===== config.mk =====
export PLATFORM = sky130hd
export DESIGN_NAME = fpcc_console
export DESIGN_NICKNAME = d
export VERILOG_FILES = /design/src/hdl/fpcc_pkg.sv /design/src/hdl/fpcc_console.sv
export SDC_FILE = /design/constraint.sdc
export NUM_CORES = 1
export LEC_CHECK = 0
export BUFFER_PORTS_ARGS = -buffer_cell sky130_fd_sc_hd__buf_4
export CORE_MARGIN = 5
export CORE_UTILIZATION = 50
export CTS_CLUSTER_SIZE = 40
export DETAILED_ROUTE_END_ITERATION = 10
export PLACE_DENSITY = 0.87
export SLEW_MARGIN = 0
export SYNTH_ARGS = -nofsm -noshare
export SYNTH_HDL_FRONTEND = slang
export SYNTH_SLANG_ARGS = --single-unit
export TNS_END_PERCENT = 1

===== constraint.sdc =====
create_clock -name i_core_clk -period 2.8 [get_ports i_core_clk]
set_input_delay 0.7 -clock i_core_clk [delete_from_list [all_inputs] [get_ports i_core_clk]]
set_output_delay 0.7 -clock i_core_clk [all_outputs]
set_load 0.02 [all_outputs]

===== src/hdl/fpcc_pkg.sv =====
/*
 * Constants and carrier types for the front panel console controller.
 * Assumes a single 20 MHz core clock and switch inputs synchronous to it.
 */
package fpcc_pkg;

    // ************************************************************
    // Timing
    // ************************************************************
    localparam int unsigned CLK_HZ        = 20_000_000;
    localparam int unsigned DEBOUNCE_US   = 5000;
    localparam int unsigned DEBOUNCE_CYC  = (CLK_HZ / 1_000_000) * DEBOUNCE_US;
    localparam int unsigned DEB_W         = 17;

    // ************************************************************
    // Switch codes
    // ************************************************************
    localparam logic [1:0] KEY_OFF        = 2'h0;
    localparam logic [1:0] KEY_ON         = 2'h1;
    localparam logic [1:0] KEY_LOCK       = 2'h2;

    localparam logic [2:0] MODE_LOAD       = 3'h0;
    localparam logic [2:0] MODE_RUN        = 3'h1;
    localparam logic [2:0] MODE_STOP       = 3'h2;
    localparam logic [2:0] MODE_STORE      = 3'h3;
    localparam logic [2:0] MODE_FETCH      = 3'h4;
    localparam logic [2:0] MODE_FETCH_NEXT = 3'h5;
    localparam logic [2:0] MODE_STORE_NEXT = 3'h6;

    // Button index in the debounced group
    localparam int BTN_START = 0;
    localparam int BTN_MCLR  = 1;
    localparam int BTN_DCLR  = 2;
    localparam int BTN_N     = 3;

    // Switch n sits at vector bit 16-n
    localparam int SW_SPACE  = 15;
    localparam int SW_SET    = 14;
    localparam int SW_HALF   = 12;

    // ************************************************************
    // Programmed I/O and master clear
    // ************************************************************
    localparam logic [9:0]  DEV_PANEL  = 10'h3D0;
    localparam logic [9:0]  DEV_SENSE  = 10'h390;
    localparam logic [15:0] MCLR_PC    = 16'h0200;
    localparam logic [15:0] ADDR_STEP  = 16'h0001;

    // ************************************************************
    // APB map
    // ************************************************************
    localparam logic [11:0] OFS_STATUS = 12'h000;
    localparam logic [11:0] OFS_CTRL   = 12'h004;
    localparam logic [11:0] OFS_ADDR   = 12'h008;
    localparam logic [11:0] OFS_DATA   = 12'h00C;
    localparam logic [11:0] OFS_SENSE  = 12'h010;
    localparam int          CTRL_LOCK  = 0;

    // ************************************************************
    // Carriers
    // ************************************************************
    typedef struct packed {
        logic        write;
        logic        reg_space;
        logic        current_register_set;
        logic        half_hi;
        logic        mapped;
        logic [11:0] segment;
        logic [21:0] addr;
        logic [15:0] wdata;
    } fpcc_acc_t;

    typedef struct packed {
        logic        strobe;
        logic        is_input;
        logic [9:0]  dev;
        logic [15:0] wdata;
    } fpcc_io_t;

endpackage


===== src/hdl/fpcc_console.sv =====
/*
 * Front panel console controller: keyswitch and mode decode, debounced
 * START / MASTER CLEAR / DATA CLEAR, examine and deposit sequencer,
 * indicator multiplexer, sense switch latch and programmed I/O, APB slave.
 * Assumes the CPU core honours the run, step, access and clear handshakes.
 */
// The register addresses and the APB register port were left to the implementer.
`timescale 1ns/100ps
module fpcc_console #(
    parameter int unsigned DEB_CYCLES = fpcc_pkg::DEBOUNCE_CYC
) (
    input  wire logic               i_core_clk,     // Core clock, 20 MHz
    input  wire logic               i_arst_n,       // Async reset, active low
    input  wire logic [1:0]         i_key,          // Keyswitch position code
    input  wire logic [2:0]         i_mode,         // Rotary mode switch code
    input  wire logic               i_start_raw,    // START contact
    input  wire logic               i_mclr_raw,     // MASTER CLEAR contact
    input  wire logic               i_dclr_raw,     // DATA CLEAR contact
    input  wire logic               i_addr_sel,     // 1: address view, 0: data view
    input  wire logic [15:0]        i_sw_up,        // Latched-up toggle positions
    input  wire logic [15:0]        i_sw_down,      // Momentary-down toggle contacts
    input  wire logic               i_large_model,  // Extended addressing present
    input  wire logic               i_seg_enabled,  // Segmentation active
    input  wire logic [15:0]        i_bma,          // Live memory address bus
    input  wire logic               i_halt_instr,   // Halt instruction executed
    input  wire logic               i_step_done,    // Single step finished
    input  wire logic [15:0]        i_next_pc,      // Next instruction address
    input  wire logic [15:0]        i_next_instr,   // Contents at next address
    input  wire logic               i_acc_ack,      // Panel access finished
    input  wire logic [15:0]        i_acc_rdata,    // Panel access read data
    input  wire fpcc_pkg::fpcc_io_t i_io,           // Programmed I/O command
    output logic [15:0]             o_io_rdata,     // Programmed input data
    output logic                    o_io_ack,       // Programmed I/O answer pulse
    output logic [15:0]             o_sense_sw,     // Sense switches for skips
    output logic                    o_cpu_run,      // CPU clock may run
    output logic                    o_step,         // Single step pulse
    output logic                    o_mclr,         // Master clear pulse
    output logic [15:0]             o_mclr_pc,      // PC value on master clear
    output logic                    o_xfer_block,   // Block interrupts and transfers
    output logic                    o_apl_enable,   // Automatic program load enable
    output logic                    o_acc_req,      // Panel access request
    output fpcc_pkg::fpcc_acc_t     o_acc,          // Panel access descriptor
    output logic                    o_halt_lamp,    // Halt lamp
    output logic [15:0]             o_display,      // Indicator lamps
    input  wire logic               psel,           // APB select
    input  wire logic               penable,        // APB enable
    input  wire logic               pwrite,         // APB direction
    input  wire logic [11:0]        paddr,          // APB byte address
    input  wire logic [31:0]        pwdata,         // APB write data
    output logic [31:0]             prdata,         // APB read data
    output logic                    pready,         // APB ready
    output logic                    pslverr         // APB error
);
    import fpcc_pkg::*;

    typedef enum logic [1:0] {ST_IDLE, ST_ACCESS, ST_STEP} fpcc_st_t;

    fpcc_st_t         st_q;
    logic [2:0]       mode_q;
    logic             run_q;
    logic             run_was_q;
    logic             step_q;
    logic             mclr_q;
    logic [15:0]      addr_disp_q;
    logic [15:0]      data_disp_q;
    logic [15:0]      ind_q;
    logic [15:0]      sense_q;
    logic [15:0]      disp_q;
    logic [15:0]      io_rdata_q;
    logic             io_ack_q;
    logic             ctrl_lock_q;
    logic [31:0]      prdata_q;
    logic             perr_q;
    fpcc_acc_t        acc_q;
    logic [BTN_N-1:0] btn_raw;
    logic [BTN_N-1:0] stable_q;
    logic [BTN_N-1:0] press_q;
    logic             panel_live;
    logic             run_like;
    logic             start_go;
    logic             mclr_go;
    logic             entry_ok;
    logic             next_mode;
    logic             store_mode;
    logic             fetch_mode;
    logic [15:0]      target;

    // ************************************************************
    // Button debounce
    // ************************************************************
    assign btn_raw = {i_dclr_raw, i_mclr_raw, i_start_raw};

    for (genvar b = 0; b < BTN_N; b++) begin : g_deb
        logic [DEB_W-1:0] cnt_q;
        always_ff @(posedge i_core_clk or negedge i_arst_n) begin
            if (!i_arst_n) begin
                cnt_q       <= '0;
                stable_q[b] <= 1'b0;
                press_q[b]  <= 1'b0;
            end else begin
                press_q[b] <= 1'b0;
                if (btn_raw[b] == stable_q[b]) begin
                    cnt_q <= '0;
                end else if (cnt_q == DEB_W'(DEB_CYCLES - 1)) begin
                    cnt_q       <= '0;
                    stable_q[b] <= btn_raw[b];
                    press_q[b]  <= btn_raw[b];
                end else begin
                    cnt_q <= cnt_q + DEB_W'(1);
                end
            end
        end
    end

    // ************************************************************
    // Mode decode
    // ************************************************************
    assign panel_live = (i_key == KEY_ON) && !ctrl_lock_q;
    assign run_like   = (mode_q == MODE_RUN) || (mode_q == MODE_LOAD);
    assign start_go   = press_q[BTN_START] && panel_live && st_q == ST_IDLE;
    assign mclr_go    = press_q[BTN_MCLR] && panel_live && !run_like;
    assign entry_ok   = panel_live && !run_like && st_q == ST_IDLE;
    assign next_mode  = (mode_q == MODE_FETCH_NEXT) || (mode_q == MODE_STORE_NEXT);
    assign store_mode = (mode_q == MODE_STORE) || (mode_q == MODE_STORE_NEXT);
    assign fetch_mode = (mode_q == MODE_FETCH) || (mode_q == MODE_FETCH_NEXT);
    assign target     = next_mode ? addr_disp_q + ADDR_STEP : addr_disp_q;

    always_ff @(posedge i_core_clk or negedge i_arst_n) begin
        if (!i_arst_n) begin
            mode_q <= MODE_STOP;
        end else if (panel_live) begin
            mode_q <= i_mode;
        end
    end

    // ************************************************************
    // Run state and master clear
    // ************************************************************
    always_ff @(posedge i_core_clk or negedge i_arst_n) begin
        if (!i_arst_n) begin
            run_q     <= 1'b0;
            run_was_q <= 1'b0;
            mclr_q    <= 1'b0;
        end else begin
            run_was_q <= run_q;
            mclr_q    <= mclr_go;
            if (i_key == KEY_OFF || i_halt_instr || !run_like) begin
                run_q <= 1'b0;
            end else if (start_go) begin
                run_q <= 1'b1;
            end
        end
    end

    assign o_cpu_run    = run_q;
    assign o_mclr       = mclr_q;
    assign o_mclr_pc    = MCLR_PC;
    assign o_halt_lamp  = !run_q;
    assign o_xfer_block = !run_like;
    assign o_apl_enable = mode_q == MODE_LOAD;

    // ************************************************************
    // Examine / deposit / step sequencer
    // ************************************************************
    function automatic fpcc_acc_t build_acc(input logic [15:0] a,
                                            input logic [15:0] sw,
                                            input logic        wr,
                                            input logic [15:0] wd);
        fpcc_acc_t r;
        r         = '0;
        r.write   = wr;
        r.wdata   = wd;
        r.addr    = {6'h00, a};
        if (i_large_model && sw[SW_SPACE]) begin
            r.reg_space = 1'b1;
            r.half_hi   = sw[SW_HALF];
            if (sw[SW_SET]) begin
                r.addr = {15'h0000, sw[6:0]};
            end else begin
                r.current_register_set  = 1'b1;
                r.addr = {17'h00000, sw[4:0]};
            end
        end else if (i_large_model && sw[SW_HALF]) begin
            r.addr = {sw[5:0], a};
        end else if (i_large_model && i_seg_enabled) begin
            r.mapped  = 1'b1;
            r.segment = sw[11:0];
        end
        return r;
    endfunction

    always_ff @(posedge i_core_clk or negedge i_arst_n) begin
        if (!i_arst_n) begin
            st_q   <= ST_IDLE;
            step_q <= 1'b0;
            acc_q  <= '0;
        end else begin
            step_q <= 1'b0;
            case (st_q)
                ST_IDLE: begin
                    if (start_go && mode_q == MODE_STOP) begin
                        step_q <= 1'b1;
                        st_q   <= ST_STEP;
                    end else if (start_go && (store_mode || fetch_mode)) begin
                        acc_q  <= build_acc(target, sense_q, store_mode,
                                            data_disp_q);
                        st_q   <= ST_ACCESS;
                    end
                end
                ST_ACCESS: begin
                    if (i_acc_ack) begin
                        st_q <= ST_IDLE;
                    end
                end
                ST_STEP: begin
                    if (i_step_done) begin
                        st_q <= ST_IDLE;
                    end
                end
                default: begin
                    st_q <= ST_IDLE;
                end
            endcase
        end
    end

    assign o_acc_req = st_q == ST_ACCESS;
    assign o_acc     = acc_q;
    assign o_step    = step_q;

    // ************************************************************
    // Address and data displays
    // ************************************************************
    always_ff @(posedge i_core_clk or negedge i_arst_n) begin
        if (!i_arst_n) begin
            addr_disp_q <= '0;
            data_disp_q <= '0;
        end else if (st_q == ST_ACCESS && i_acc_ack && !acc_q.write) begin
            data_disp_q <= i_acc_rdata;
        end else if ((st_q == ST_STEP && i_step_done) || (run_was_q && !run_q)) begin
            addr_disp_q <= i_next_pc;
            data_disp_q <= i_next_instr;
        end else if (start_go && next_mode) begin
            addr_disp_q <= target;
        end else if (entry_ok && press_q[BTN_DCLR]) begin
            if (i_addr_sel) begin
                addr_disp_q <= '0;
            end else begin
                data_disp_q <= '0;
            end
        end else if (entry_ok) begin
            if (i_addr_sel) begin
                addr_disp_q <= addr_disp_q | i_sw_down;
            end else begin
                data_disp_q <= data_disp_q | i_sw_down;
            end
        end
    end

    always_ff @(posedge i_core_clk or negedge i_arst_n) begin
        if (!i_arst_n) begin
            disp_q <= '0;
        end else if (run_like) begin
            disp_q <= i_addr_sel ? i_bma : ind_q;
        end else begin
            disp_q <= i_addr_sel ? addr_disp_q : data_disp_q;
        end
    end

    assign o_display = disp_q;

    // ************************************************************
    // Sense switches and programmed I/O
    // ************************************************************
    always_ff @(posedge i_core_clk or negedge i_arst_n) begin
        if (!i_arst_n) begin
            sense_q    <= '0;
            ind_q      <= '0;
            io_rdata_q <= '0;
            io_ack_q   <= 1'b0;
        end else begin
            sense_q  <= i_sw_up;
            io_ack_q <= i_io.strobe;
            if (i_io.strobe && !i_io.is_input && i_io.dev == DEV_PANEL) begin
                ind_q <= i_io.wdata;
            end
            if (i_io.strobe && i_io.is_input) begin
                if (i_io.dev == DEV_SENSE) begin
                    io_rdata_q <= sense_q;
                end else if (i_io.dev == DEV_PANEL && mode_q == MODE_RUN) begin
                    io_rdata_q <= i_sw_down;
                end else begin
                    io_rdata_q <= '0;
                end
            end
        end
    end

    assign o_io_rdata = io_rdata_q;
    assign o_io_ack   = io_ack_q;
    assign o_sense_sw = sense_q;

    // ************************************************************
    // APB slave
    // ************************************************************
    always_ff @(posedge i_core_clk or negedge i_arst_n) begin
        if (!i_arst_n) begin
            prdata_q    <= '0;
            perr_q      <= 1'b0;
            ctrl_lock_q <= 1'b0;
        end else begin
            if (psel && !penable) begin
                perr_q   <= 1'b0;
                prdata_q <= '0;
                case (paddr)
                    OFS_STATUS: prdata_q <= {22'h000000, i_key, 1'b0, mode_q,
                                             2'(st_q), run_q, !run_q};
                    OFS_CTRL:   prdata_q <= {31'h00000000, ctrl_lock_q};
                    OFS_ADDR:   prdata_q <= {16'h0000, addr_disp_q};
                    OFS_DATA:   prdata_q <= {16'h0000, data_disp_q};
                    OFS_SENSE:  prdata_q <= {16'h0000, sense_q};
                    default:    perr_q   <= 1'b1;
                endcase
            end
            if (psel && penable && pwrite && paddr == OFS_CTRL) begin
                ctrl_lock_q <= pwdata[CTRL_LOCK];
            end
        end
    end

    assign prdata  = prdata_q;
    assign pready  = 1'b1;
    assign pslverr = perr_q && psel && penable;
endmodule


==> metrics.txt <==
status=complete, no violations; most frequent cells in the layout=309 x buf_4, 235 x dfrtp_1, 104 x nand2_1, 103 x nor2_1, 44 x mux2_2; Die H=between 150 and 200 um; H-tree levels=1; Max Fclk=slightly below 0.4 GHz; Initial Util=0.503; Tmin final=between 2 and 3 ns; Leakage=~6.9 nW; Post-Route Skew=between 0.015 and 0.02 ns; clock latency at the later pin of the worst-skew pair=roughly 0.53 ns; CP Data Arrival Time=1.84 ns; # IOs=between 300 and 400; vias in the first global route=around 10,000; Slew Limit Fails=0; #FFs+latches synth=approximately 240; Pre-Repair DR Iteration Count=5; # rows=56; Worst VDD drop=about 0.39 mV; Setup TNS=0 ns; Bufs on Longest Clock Path=3; Cell Pwr Density=approximately 590 nW/um^2; critical path's top delay family=flip-flops; Setup CP Type=flip-flop to output pin; layout cell share with drive strength beyond 1=0.340; Setup Buffers After CTS=0; Yosys cell types=86; Buffers on Ports=around 280; synthesis-to-finish area growth=27.8%; vias per cell=5.79; Final Hold Fails=0; core region area=~23,000 um^2; Worst Path Required=2.10 ns; crit share post-route=0.906; startpoint types=flip-flop; final setup vio count=0; CP endpoint kind=output pin; Syn Std Cell Area=approximately 12,000 um^2; CTS clk-pin slew, worst paths=0.06 ns; Die W=~160 um; fillcell total=roughly 1,800; drt first-iter violations=1,003; Die ar.=26,600 um^2; Hold Crit Class=primary input to async pin; CTS tree=built; Total GRT Usage=0.274; sequential share of the synthesized area=0.505; ys async rst share=1.00; RSZ-0062 raised after global routing=false; Slew headroom=0.514; Min Hold Slack=approximately 0.14 ns; commonest non-fill, non-tap cell in the layout=buf_4; post-DP HPWL=about 28,000 um; Primary FF master, synth=dfrtp_1; final WL=roughly 38,000 um; buffers and inverters on the worst path=2; measured slew at the worst slew-check pin=0.729 ns; pin count of the biggest net entering global routing=between 70 and 80; syn avg cell area=between 10 and 15 um^2; Wirelength per Cell=approximately 22 um; total grt overflow=0; clock sink count=roughly 240; Root Driver=clkbuf_16; Hold-fix buffers, CTS=0; CP max FO=12; Synth Instances=around 1,100; initial antenna violation count=2; Final GP Congestion=between 0.9 and 1; post-CTS resize count=0; nets=roughly 1,500; clock buffer count from CTS=27; first-pass GRT wire length=about 56,000 um; Final ANT Viol Nets=0; synth warn=0; worst path cell trace=nor2_8 > inv_2 > nor2_1 > buf_4; Largest stage delay, worst path=between 0.7 and 0.8 ns; via count=9,746; number of flops mapped to enable cells by yosys=0; crit path max-delay cell type=dfstp_2; drt drc=0; Max-cap violations=0
[layer usage]
layer | share of wire | GRT usage | routed length (um) | vias up
li1 | - | - | - | 4333
met1 | 0.37 | 0.340 | 14000 | 4815
met2 | 0.49 | 0.454 | 18300 | 487
met3 | 0.094 | 0.0721 | 3540 | 107
met4 | 0.048 | 0.123 | 1800 | 4
met5 | 0.00090 | 0 | 34 | -
[synth_stat cells (all sizes together), types with 24 or more instances]
| master | n | area, um^2 |
|---|---|---|
| clkbuf | 26 | 103 |
| dfrtp | 235 | 5880 |
| mux2 | 54 | 608 |
| nand3 | 30 | 155 |
| buf | 73 | 521 |
| nor2 | 107 | 444 |
| o21ai | 47 | 235 |
| nand2 | 106 | 400 |
| xor2 | 35 | 325 |
| a21oi | 28 | 140 |
| xnor2 | 32 | 288 |
| o31ai | 24 | 250 |
[logic make-up after synthesis]
group           after synthesis  synth area share
compound gates              223             0.143
xor+xnor                     67            0.0524
fa+ha+maj                     4           0.00428
buf+inv                     106            0.0555
flops                       236             0.505
mux                          74            0.0862
other cells                   2          0.000642
simple gates                353             0.153
[area by class of cell]
class / count / area, um^2 / share of cell area
multi-input cells: 754 / 5260 / 0.352
clock buffers: 42 / 822 / 0.0550
well taps: 319 / 399 / 0.0267
clock inverters: 7 / 73.8 / 0.00494
diodes: 1 / 2.50 / 0.000167
inverters: 7 / 26.3 / 0.00176
flip-flops and latches: 236 / 5910 / 0.395
repair buffers: 316 / 2450 / 0.164
[sequential cells by signal, indices dropped and copies added (netlist names)]
| signal | count |
|---|---|
| g_deb.cnt_q | 51 |
| st_q | 2 |
| ind_q | 16 |
| data_disp_q | 16 |
| o_sense_sw | 16 |
| o_acc | 55 |
| press_q | 3 |
| prdata | 16 |
| o_display | 16 |
| o_step | 1 |
| o_cpu_run | 1 |
| perr_q | 1 |
| o_io_ack | 1 |
| o_io_rdata | 16 |
| ctrl_lock_q | 1 |
| run_was_q | 1 |
| addr_disp_q | 16 |
| mode_q | 3 |
| o_mclr | 1 |
| stable_q | 3 |
[through the flow]
step           worst slack, ns  cell area, um^2  instances  power [mW]  utilization
2_1_floorplan            0.428            11800       1096        4.69            -
3_3_place_gp             0.170            14000       1632        5.36        0.604
3_5_place_dp             0.189            14000       1632        5.39        0.604
4_1_cts                  0.284            14900       1681        8.87        0.642
5_1_grt                  0.231            14900       1681        9.14        0.642
6_report                 0.262            14900       1682        8.83        0.643
[worst paths after layout]
check	start	endpoint	slack, ns	cells after the start
worst max-delay path	mode_q[1]	o_apl_enable	0.26	4
worst min-delay path	i_arst_n	o_acc[2]	0.14	1
worst min register to register	stable_q[0]	press_q[0]	0.48	1
max in group asynchronous	i_arst_n	o_sense_sw[2]	1.88	2
worst max register to register	mode_q[1]	addr_disp_q[7]	0.43	6
min in group i_core_clk	i_sw_up[5]	o_sense_sw[5]	0.27	1
[power breakdown]
part | leakage [nW] | switching, mW | total, mW | internal [mW]
Sequential | 3.02 | 0.300 | 3.93 | 3.63
Clock | 0.445 | 1.39 | 3.49 | 2.11
Combinational | 3.42 | 0.754 | 1.40 | 0.647
Power figures use the tool's default switching activity.
